File: config.mk
export PLATFORM = sky130hd
export DESIGN_NAME = link_settings_command
export DESIGN_NICKNAME = d
export VERILOG_FILES = /design/src/rtl/link_cmd_pkg.sv /design/src/rtl/link_word_check.sv /design/src/rtl/link_settings_command.sv
export SDC_FILE = /design/constraint.sdc
export NUM_CORES = 1
export LEC_CHECK = 0
export BUFFER_PORTS_ARGS = -buffer_cell sky130_fd_sc_hd__buf_2
export CORE_AREA = 2 2 127 179
export CTS_BUF_LIST = sky130_fd_sc_hd__clkbuf_2
export CTS_CLUSTER_SIZE = 25
export DETAILED_ROUTE_END_ITERATION = 8
export DIE_AREA = 0 0 129 181
export PLACE_DENSITY = 0.85
export SLEW_MARGIN = 10
export SYNTH_ARGS = -nofsm -noshare
export SYNTH_HDL_FRONTEND = slang
export SYNTH_HIERARCHICAL = 1
export SYNTH_SLANG_ARGS = --single-unit
File: constraint.sdc
create_clock -name pclk -period 9.5 [get_ports pclk]
set_clock_uncertainty 0.1 [all_clocks]
set_input_delay 1.9 -clock pclk [delete_from_list [all_inputs] [get_ports pclk]]
set_output_delay 1.9 -clock pclk [all_outputs]
set_load 0.02 [all_outputs]
File: src/rtl/link_cmd_pkg.sv
package link_cmd_pkg;

    localparam logic [7:0]  cmd_set_link       = 8'h09;
    localparam logic [7:0]  rsp_set_link       = 8'h89;
    localparam logic [15:0] resp_completed     = 16'h0000;
    localparam logic [15:0] resp_failed        = 16'h0001;
    localparam logic [15:0] reason_none        = 16'h0000;
    localparam logic [15:0] reason_bad_param   = 16'h0002;
    localparam logic [15:0] reason_host_confl  = 16'h0901;
    localparam logic [15:0] reason_speed_confl = 16'h0903;

    // Payload byte offsets within the command packet.
    localparam int          off_link_word      = 16;
    localparam int          off_vendor_word    = 20;
    localparam int          off_checksum       = 24;

    // Link settings word fields.
    localparam int          bit_autoneg        = 0;
    localparam int          lsb_speed          = 1;
    localparam int          msb_speed          = 7;
    localparam int          bit_half           = 8;
    localparam int          bit_full           = 9;
    localparam int          bit_pause_off      = 10;
    localparam int          bit_asym_pause     = 11;
    localparam int          bit_vendor_valid   = 12;
    localparam int          lsb_speed_ext      = 13;
    localparam int          msb_speed_ext      = 19;

    // Register map over APB, byte addresses.
    localparam logic [11:0] reg_ctrl           = 12'h000;
    localparam logic [11:0] reg_cmd_type       = 12'h004;
    localparam logic [11:0] reg_cmd_link       = 12'h008;
    localparam logic [11:0] reg_cmd_vendor     = 12'h00C;
    localparam logic [11:0] reg_caps           = 12'h010;
    localparam logic [11:0] reg_response       = 12'h014;
    localparam logic [11:0] reg_applied_link   = 12'h018;
    localparam logic [11:0] reg_applied_vendor = 12'h01C;
    localparam logic [11:0] reg_status         = 12'h020;

    // After reset, speeds 10M to 10G and both duplex modes are supported.
    localparam logic [31:0] caps_reset         = 32'h0000031E;

endpackage

File: src/rtl/link_word_check.sv
`timescale 1ns/1ps
`default_nettype none
module link_word_check (
    input  wire logic [31:0] link_word,
    input  wire logic [31:0] caps,
    output logic             invalid,
    output logic             conflict
);
    logic        autoneg;
    logic [18:0] speeds;
    logic [18:0] sup_speeds;
    logic [1:0]  dup;
    logic [1:0]  sup_dup;
    logic        spd_one;
    logic        dup_one;

    always_comb begin
        autoneg    = link_word[link_cmd_pkg::bit_autoneg];
        speeds     = {link_word[link_cmd_pkg::msb_speed_ext:
                                link_cmd_pkg::lsb_speed_ext],
                      5'h0,
                      link_word[link_cmd_pkg::msb_speed:
                                link_cmd_pkg::lsb_speed]};
        sup_speeds = {caps[link_cmd_pkg::msb_speed_ext:
                           link_cmd_pkg::lsb_speed_ext],
                      5'h0,
                      caps[link_cmd_pkg::msb_speed:link_cmd_pkg::lsb_speed]};
        dup        = link_word[link_cmd_pkg::bit_full:link_cmd_pkg::bit_half];
        sup_dup    = caps[link_cmd_pkg::bit_full:link_cmd_pkg::bit_half];
        spd_one    = (speeds != 19'h0)
                     && ((speeds & (speeds - 19'h1)) == 19'h0);
        dup_one    = (dup == 2'h1) || (dup == 2'h2);
        // Forced mode needs exactly one supported speed and duplex.
        invalid    = !autoneg && (!spd_one || ((speeds & ~sup_speeds) != 19'h0)
                     || (dup_one && ((dup & ~sup_dup) != 2'h0))
                     || (dup == 2'h0));
        // Two duplex bits in forced mode give the speed-conflict reason.
        conflict   = !autoneg && (dup == 2'h3);
    end
endmodule
`default_nettype wire

File: src/rtl/link_settings_command.sv
// Functional notes
// - Set-link command with no host driver reconfigures link.
// - Applied settings persist until host driver replaces them.
// - Apply change even if link drops.
// - Respond promptly, never wait for link completion.
// - Host driver governs; never restore after it stops.
// - Link word bytes 16-19, vendor word 20-23.
// - Bit 0 autoneg; several speeds offered together.
// - Bits 1-7 select speeds 10M to 40G.
// - Forced bad speed fails with invalid parameter.
// - Bit 8 half, bit 9 full duplex.
// - Forced bad duplex fails; two bits conflict.
// - Bit 10 set disables pause.
// - Bit 11 enables asymmetric pause.
// - Bit 12 gates the vendor word.
// - Accept valid command, respond with type 0x89.
// - Host driver operational gives reason 0x0901.
// - Autoneg ignores unsupported speeds and duplex.
// - Bits 13-19 select additional speeds.
//
// Register access over APB and the register addresses are this design's own decisions.
`timescale 1ns/1ps
`default_nettype none
module link_settings_command (
    input  wire logic        pclk,
    input  wire logic        presetn,
    input  wire logic        psel,
    input  wire logic        penable,
    input  wire logic        pwrite,
    input  wire logic [11:0] paddr,
    input  wire logic [31:0] pwdata,
    output logic      [31:0] prdata,
    output logic             pready,
    output logic             pslverr,
    input  wire logic        host_driver_up,
    input  wire logic        host_link_we,
    input  wire logic [31:0] host_link_word,
    output logic      [31:0] link_word,
    output logic      [31:0] vendor_word,
    output logic             link_apply,
    output logic             pause_enable,
    output logic             asym_pause,
    output logic             rsp_valid,
    output logic      [7:0]  rsp_type,
    output logic      [15:0] rsp_code,
    output logic      [15:0] rsp_reason
);
    typedef struct packed {
        logic [31:0] prdata;
        logic        pready;
        logic        pslverr;
        logic [7:0]  cmd_type;
        logic [31:0] cmd_link;
        logic [31:0] cmd_vendor;
        logic [31:0] caps;
        logic [31:0] link_word;
        logic [31:0] vendor_word;
        logic        link_apply;
        logic        pause_enable;
        logic        asym_pause;
        logic        rsp_valid;
        logic [7:0]  rsp_type;
        logic [15:0] rsp_code;
        logic [15:0] rsp_reason;
        logic        owned_by_host;
        logic [7:0]  cmd_count;
    } state_s;

    state_s st;
    state_s next_st;
    logic   chk_invalid;
    logic   chk_conflict;
    logic   access;
    logic   commit;
    logic   go;
    logic   pkt_ok;

    link_word_check u_check (
        .link_word (st.cmd_link),
        .caps      (st.caps),
        .invalid   (chk_invalid),
        .conflict  (chk_conflict)
    );

    always_comb begin
        next_st            = st;
        next_st.pready     = 1'b0;
        next_st.pslverr    = 1'b0;
        next_st.link_apply = 1'b0;
        next_st.rsp_valid  = 1'b0;
        // The first access cycle only schedules the answer, one wait state.
        access = psel && penable && !st.pready;
        // A write lands on the edge where the master sees pready high.
        // Refused writes never land, so pslverr also blocks the commit.
        commit = psel && penable && st.pready && pwrite && !st.pslverr;
        go     = 1'b0;
        pkt_ok = 1'b0;
        if (access) begin
            next_st.pready = 1'b1;
            next_st.prdata = 32'h0;
            if (pwrite) begin
                unique case (paddr)
                    link_cmd_pkg::reg_ctrl,
                    link_cmd_pkg::reg_cmd_type,
                    link_cmd_pkg::reg_cmd_link,
                    link_cmd_pkg::reg_cmd_vendor,
                    link_cmd_pkg::reg_caps:
                        next_st.pslverr = 1'b0;
                    default:
                        next_st.pslverr = 1'b1;
                endcase
            end else begin
                unique case (paddr)
                    link_cmd_pkg::reg_ctrl:       next_st.prdata = 32'h0;
                    link_cmd_pkg::reg_cmd_type:
                        next_st.prdata = {24'h0, st.cmd_type};
                    link_cmd_pkg::reg_cmd_link:   next_st.prdata = st.cmd_link;
                    link_cmd_pkg::reg_cmd_vendor:
                        next_st.prdata = st.cmd_vendor;
                    link_cmd_pkg::reg_caps:       next_st.prdata = st.caps;
                    link_cmd_pkg::reg_response:
                        next_st.prdata = {st.rsp_code, st.rsp_reason};
                    link_cmd_pkg::reg_applied_link:
                        next_st.prdata = st.link_word;
                    link_cmd_pkg::reg_applied_vendor:
                        next_st.prdata = st.vendor_word;
                    link_cmd_pkg::reg_status:
                        next_st.prdata = {16'h0, st.cmd_count, 6'h0,
                                          st.owned_by_host, host_driver_up};
                    default:                      next_st.pslverr = 1'b1;
                endcase
            end
        end

        if (commit) begin
            unique case (paddr)
                link_cmd_pkg::reg_ctrl: begin
                    go     = pwdata[0];
                    // Software signals header and checksum passed.
                    pkt_ok = pwdata[1];
                end
                link_cmd_pkg::reg_cmd_type:
                    next_st.cmd_type = pwdata[7:0];
                // Payload words are taken from bytes 16-19, 20-23.
                link_cmd_pkg::reg_cmd_link:
                    next_st.cmd_link = pwdata;
                link_cmd_pkg::reg_cmd_vendor:
                    next_st.cmd_vendor = pwdata;
                link_cmd_pkg::reg_caps:
                    next_st.caps = pwdata;
                default:
                    go = 1'b0;
            endcase
        end

        // The running host driver owns the link; its writes replace ours.
        if (host_driver_up && host_link_we) begin
            next_st.link_word     = host_link_word;
            next_st.owned_by_host = 1'b1;
            next_st.link_apply    = 1'b1;
        end

        // Invalid packets are dropped silently with no response.
        if (go && pkt_ok && st.cmd_type == link_cmd_pkg::cmd_set_link) begin
            // Answered next cycle; link bring-up is never awaited.
            next_st.rsp_valid = 1'b1;
            next_st.rsp_type  = link_cmd_pkg::rsp_set_link;
            next_st.cmd_count = st.cmd_count + 8'h1;
            if (host_driver_up) begin
                // Leave the link alone while the host driver runs.
                next_st.rsp_code   = link_cmd_pkg::resp_failed;
                next_st.rsp_reason = link_cmd_pkg::reason_host_confl;
            end else if (chk_conflict) begin
                next_st.rsp_code   = link_cmd_pkg::resp_failed;
                next_st.rsp_reason = link_cmd_pkg::reason_speed_confl;
            end else if (chk_invalid) begin
                next_st.rsp_code   = link_cmd_pkg::resp_failed;
                next_st.rsp_reason = link_cmd_pkg::reason_bad_param;
            end else begin
                next_st.rsp_code   = link_cmd_pkg::resp_completed;
                next_st.rsp_reason = link_cmd_pkg::reason_none;
                // Unsupported bits are masked off under autoneg.
                // Speeds sit in bits 1-7 and 13-19.
                // Duplex bits 8-9 pass when supported.
                // Control bits 0 and 10-12 are never masked.
                if (st.cmd_link[link_cmd_pkg::bit_autoneg])
                    next_st.link_word = st.cmd_link & (st.caps | 32'hFFF01C01);
                else
                    next_st.link_word = st.cmd_link;
                // The pulse renegotiates even if the link drops.
                next_st.link_apply    = 1'b1;
                next_st.owned_by_host = 1'b0;
                // Pause bit has inverted sense; forced mode assumes partner.
                next_st.pause_enable =
                    !st.cmd_link[link_cmd_pkg::bit_pause_off];
                next_st.asym_pause   =
                    st.cmd_link[link_cmd_pkg::bit_asym_pause];
                // The vendor word is only taken when flagged valid.
                if (st.cmd_link[link_cmd_pkg::bit_vendor_valid])
                    next_st.vendor_word = st.cmd_vendor;
            end
        end
    end

    always_ff @(posedge pclk or negedge presetn) begin
        if (!presetn) begin
            st      <= '0;
            st.caps <= link_cmd_pkg::caps_reset;
        end else begin
            st <= next_st;
        end
    end

    assign prdata       = st.prdata;
    assign pready       = st.pready;
    assign pslverr      = st.pslverr;
    assign link_word    = st.link_word;
    assign vendor_word  = st.vendor_word;
    assign link_apply   = st.link_apply;
    assign pause_enable = st.pause_enable;
    assign asym_pause   = st.asym_pause;
    assign rsp_valid    = st.rsp_valid;
    assign rsp_type     = st.rsp_type;
    assign rsp_code     = st.rsp_code;
    assign rsp_reason   = st.rsp_reason;
endmodule
`default_nettype wire

==> flow_metrics.py, run 1 <==
metrics = {
    "status": {
        "status": "completed",
    },
    "yosys": {
        "ys.flop_type": "dfrtp_1",
        "synth_warnings": 6,
        "synthMostInstantiatedCell": "dfrtp_1",
        "synth_top_cell_by_area": "dfrtp_1",
        "avgSynthCellArea_um2": 12.0,
        "yosysSeqAreaShare_pct": 47.2,
        "yosysUniqueCellTypes": 63,
        "syn_inst": 967,
        "synth_seq_cells": 219,
        "synth_top_area_share_pct": 45.9,
        "syn_area_um2": 11600,
        "ys_top_cells_by_count": "dfrtp_1, mux2_2, buf_4",
        "ys_async_sr_fraction_pct": 100,
        "synth_edf_count": 0,
        "ys_top_cells_by_area": "dfrtp_1, mux2_2, buf_4",
    },
    "placed_design": {
        "routabilityCongestion": 0.933,
        "port_buffers": 192,
        "place_ws_ns": 3.61,
        "dp_hpwl_mm": 21.2,
        "place_area_um2": 11900,
    },
    "routing": {
        "wl_per_cell_um": 22.4,
        "vias": 8298,
        "drtPass1Iterations": 5,
        "wl_mm": 31.2,
        "vias_per_cell": 5.97,
        "antenna_left": 0,
        "drt_drc_violations_left": 0,
        "drt-initial-drc-count": 524,
    },
    "floorplanning": {
        "die_w_um": 129,
        "io_pins": 225,
        "initial_core_util_pct": 53.6,
        "die_height_um": 181,
        "die_area_um2": 23300,
        "rows": 64,
        "core-area_um2": 21700,
    },
    "timing": {
        "relSlewSlack_pct": 18.4,
        "hold_viol": 0,
        "worst_pin_slew_ns": 1.22,
        "finalCritPeriodShare_pct": 53.5,
        "setup_ws_ns": 4.42,
        "setup_tns_ns": 0,
        "fin_crit_ns": 5.08,
        "whs_ns": 0.385,
        "rsz0062_at_grt": "false",
        "max_freq_ghz": 0.197,
        "setup_viol": 0,
        "drv_slew": 0,
    },
    "pwr": {
        "power_per_cell_area_nw_per_um2": 140,
        "power_frac_seq_pct": 56.0,
        "p_leak_nw": 6.18,
        "p_int_mw": 1.22,
        "p_sw_mw": 0.514,
        "p_clk_share_pct": 33.0,
        "ir_drop_mv": 0.120,
        "combinationalPowerShare_pct": 11.0,
        "p_sw_share_pct": 29.7,
    },
    "final_layout": {
        "multi_input_area_um2": 4970,
        "regArea_um2": 5490,
        "area_delta_synth_final_pct": 6.34,
        "fillCellCount": 1840,
        "fin_area_um2": 12400,
        "final_nets": 1145,
        "drive_gt1_share_pct": 45.1,
    },
    "global_routing": {
        "antenna_found_initial": 7,
        "grt_start_max_net_pins": 88,
        "grt_pass1_vias": 8555,
        "grt_use_total_pct": 26.6,
        "grt_first_pass_wirelength_mm": 47.8,
        "overflow": 0,
    },
    "worst_hold_path": {
        "hp-class": "register to register",
    },
    "run": {
        "cap_violations": 0,
    },
    "setup_path": {
        "reg2reg_slack_ns": 5.20,
        "cp-end-kind": "register",
        "start_kind": "primary input",
        "path_class": "primary input to register",
        "worstPathMaxFanout": 38,
        "cp.required_ns": 10.09,
        "worstPathArrival_ns": 5.67,
    },
    "clocking": {
        "clock-root-buffer": "clkbuf_2",
        "cts_made_buffers": 50,
        "post-cts-setup-buffers": 0,
        "ctsLongestPathBuffers": 3,
        "ctsResizeCount": 0,
        "clkSinkCount": 219,
        "cts_hold_buf": 0,
        "cts_tree": "yes",
        "clk_pin_slew_ns": 0.11,
        "clk_latency_ns": 0.87,
        "h-tree-depth": 2,
    },
}
==> power groups by stage <==
stage                     registers [mW]  clock network, mW  logic, mW
after floorplan                    0.983                  0      0.146
after global placement             0.990                  0      0.187
after detailed placement           0.990                  0      0.191
after CTS                          0.972              0.584      0.191
after global routing               0.975              0.630      0.205
final                              0.972              0.572      0.190
==> flip-flops by register name, summed over array words and instances (netlist names) <==
signal        flops
rsp_code          1
prdata           32
st              113
pause_enable      1
link_apply        1
vendor_word      32
asym_pause        1
pready            1
rsp_reason        2
pslverr           1
rsp_type          1
rsp_valid         1
link_word        32
==> layout make-up <==
class                           instances  area share, %
Multi-Input combinational cell        573           40.3
Sequential cell                       219           44.4
Clock buffer                           70           2.83
Tap cell                              297           3.01
Clock inverter                         12          0.466
Timing Repair Buffer                  205           8.64
Inverter                               10          0.304
Antenna cell                            5          0.101
==> critical path, cell delays in order <==
cell and delay (ns):
buf_2 0.10, buf_4 0.29, nor4_1 0.85, nand4_1 0.52, nor3_2 0.99, buf_4 0.60
mux2_2 0.39
==> stage by stage <==
stage,utilization (%),instances,power [mW]
global placement,55.0,1304,1.18
detailed placement,55.0,1304,1.18
finish,57.0,1391,1.73
global route,56.9,1389,1.81
floorplan,-,998,1.13
CTS,56.9,1386,1.75
==> worst paths after layout <==
path	startpoint	endpoint	depth (start not counted)
min in group asynchronous	presetn	link_word[0]	1
min reg2reg	prdata[12]	prdata[12]	2
max in group asynchronous	presetn	st[216]	2
max reg2reg	st[183]	link_word[30]	9
max	paddr[3]	link_word[30]	7
min	prdata[12]	prdata[12]	2
==> placed cells by master (no fill, tap or decap), types with 3 or more instances in the layout <==
master	instances
a21oi_1	3
a221oi_1	6
a22o_1	37
a22oi_1	37
buf_2	191
buf_4	13
clkbuf_2	70
clkinv_1	9
conb_1	32
dfrtp_1	213
dfstp_2	6
diode_2	5
ha_1	3
inv_1	10
mux2_1	4
mux2_2	174
mux2_4	8
mux2i_1	57
mux4_2	4
nand2_1	19
nand2b_1	9
nand3_1	14
nand4_1	9
nor2_1	10
nor2b_1	4
nor3_1	14
nor4_1	7
nor4b_1	4
o2111ai_1	3
o21ai_0	31
o22ai_1	22
or3_1	6
or4_1	3
or4_4	3
xor2_1	7
==> layer usage <==
metal / GRT usage, % / wire, um
met3: 6.04 / 2520
met1: 31.5 / 11600
met2: 45.4 / 15700
met4: 13.0 / 1360
met5: 0 / 30
==> cells by family after synthesis <==
logic type	after synthesis	share of synthesized area (%)
mux	247	24.0
flops	219	47.2
buf+inv	206	11.5
compound gates	156	9.83
simple gates	128	6.58
xor+xnor	7	0.528
fa+ha+maj	3	0.323
other cells	1	0.0323
No activity file was read; power rests on OpenSTA's default activity.
==> inputs of run 2 (changes only) <==
==> constraint.sdc (replaced) <==
create_clock -name pclk -period 5.3 [get_ports pclk]
set_clock_uncertainty 0.1 [all_clocks]
set_input_delay 1.06 -clock pclk [delete_from_list [all_inputs] [get_ports pclk]]
set_output_delay 1.06 -clock pclk [all_outputs]
set_load 0.02 [all_outputs]
==> flow_metrics.py, run 2 (synthesis gave the netlist of run 1 again) <==
metrics = {
    "routing": {
        "vias_per_cell": 5.94,
        "vias": 8354,
        "drtPass1Iterations": 6,
        "wl_mm": 31.4,
        "drt_drc_violations_left": 0,
        "wl_per_cell_um": 22.3,
        "antenna_left": 0,
        "drt-initial-drc-count": 726,
    },
    "setup_path": {
        "worstPathArrival_ns": 3.99,
        "r2r_start": "st[199]",
        "startpoint": "paddr[1]",
        "cp-end-kind": "register",
        "rr_worst_depth": 9,
        "path_class": "primary input to register",
        "cpPeakStageDelay_ns": 0.87,
        "crit_chain": "buf_2 -> nor4_1 -> buf_4 -> and2_1 -> nand3_2 -> mux2_2",
        "r2r-end": "link_word[29]",
        "worstPathMaxFanout": 32,
        "reg2reg_slack_ns": 1.94,
        "cpMaxStageDelayCell": "nand3_2",
        "start_kind": "primary input",
        "cp.required_ns": 5.86,
    },
    "placed_design": {
        "routabilityCongestion": 0.901,
        "port_buffers": 192,
        "dp_hpwl_mm": 21.5,
        "place_area_um2": 12000,
    },
    "timing": {
        "setup_tns_ns": 0,
        "setup_viol": 0,
        "whs_ns": 0.238,
        "finalCritPeriodShare_pct": 64.8,
        "fin_crit_ns": 3.43,
        "hold_viol": 0,
        "worst_pin_slew_ns": 1.37,
        "relSlewSlack_pct": 7.92,
        "max_freq_ghz": 0.291,
        "rsz0062_at_grt": "false",
        "drv_slew": 0,
    },
    "floorplanning": {
        "die_area_um2": 23300,
        "core-area_um2": 21700,
        "die_w_um": 129,
        "io_pins": 225,
        "die_height_um": 181,
        "rows": 64,
        "initial_core_util_pct": 53.6,
    },
    "final_layout": {
        "regMostFlops": "st",
        "final_util_pct": 57.5,
        "area_delta_synth_final_pct": 7.45,
        "largest_reg_flops": 113,
        "final_nets": 1153,
        "fin_area_um2": 12500,
        "drive_gt1_share_pct": 45.8,
        "fillCellCount": 1833,
        "final_cell_mix": "dfrtp_1, buf_2, mux2_2, clkbuf_2, mux2i_1",
        "mostFrequentLayoutCell": "dfrtp_1",
    },
    "clocking": {
        "h-tree-depth": 2,
        "ctsResizeCount": 0,
        "ctsLongestPathBuffers": 3,
        "clock-root-buffer": "clkbuf_2",
        "clkSinkCount": 219,
        "cts_hold_buf": 0,
        "cts_made_buffers": 51,
        "post-cts-setup-buffers": 0,
        "clk_latency_ns": 0.86,
        "clk_pin_slew_ns": 0.12,
        "cts_tree": "yes",
    },
    "worst_hold_path": {
        "hp-class": "primary input to async pin",
    },
    "global_routing": {
        "grt_start_max_net_pins": 112,
        "grt_pass1_vias": 8626,
        "antenna_found_initial": 6,
        "grt_first_pass_wirelength_mm": 48.6,
        "overflow": 0,
        "grt_use_total_pct": 27.2,
    },
    "pwr": {
        "power_per_cell_area_nw_per_um2": 256,
        "ir_drop_mv": 0.158,
        "p_total_mw": 3.20,
        "p_leak_nw": 6.28,
    },
    "status": {
        "status": "completed",
    },
    "run": {
        "cap_violations": 0,
    },
}
## run 2: area by class of cell
type / count / area, um2 / area share (%)
timing repair buffer: 212 / 1130 / 9.07
sequential: 219 / 5490 / 43.9
clock buffer: 77 / 385 / 3.09
clock inverter: 15 / 88.8 / 0.711
multi-input combinational: 573 / 4970 / 39.8
inverter: 10 / 37.5 / 0.301
antenna: 4 / 10.0 / 0.0802
tap: 297 / 372 / 2.98
## run 2: worst max-delay path by stage
stage,to,slack (ns),cells past startpoint
3_5_place_dp,st[141],1.21,6
5_1_grt,link_word[29],1.82,9
3_3_place_gp,st[139],1.30,6
6_report,st[117],1.87,6
4_1_cts,link_word[28],1.96,9
2_1_floorplan,link_word[22],1.75,9
## run 2: report_power, final
part           internal [mW]  switching, mW  total [mW]
Sequential              1.71         0.0312        1.74
Clock                  0.436          0.676        1.11
Combinational          0.126          0.218       0.345
Total                   2.27          0.926        3.20
## run 2: critical path: cells and delay by family
family / cells / cell delay, ns
simple gates: 3 / 1.90
mux: 1 / 0.60
buf+inv: 2 / 0.41
## run 2: metal layers
layer / routed length (um) / global-route usage, %
met2: 15900 / 45.9
met1: 11500 / 32.2
met4: 1490 / 14.0
met3: 2450 / 6.10
met5: 27 / 0
## run 2: per-stage QoR
stage / setup WS [ns] / cells
after floorplan: 1.75 / 998
after global placement: 1.30 / 1311
after detailed placement: 1.21 / 1311
after CTS: 1.96 / 1403
after global routing: 1.82 / 1406
final: 1.87 / 1407
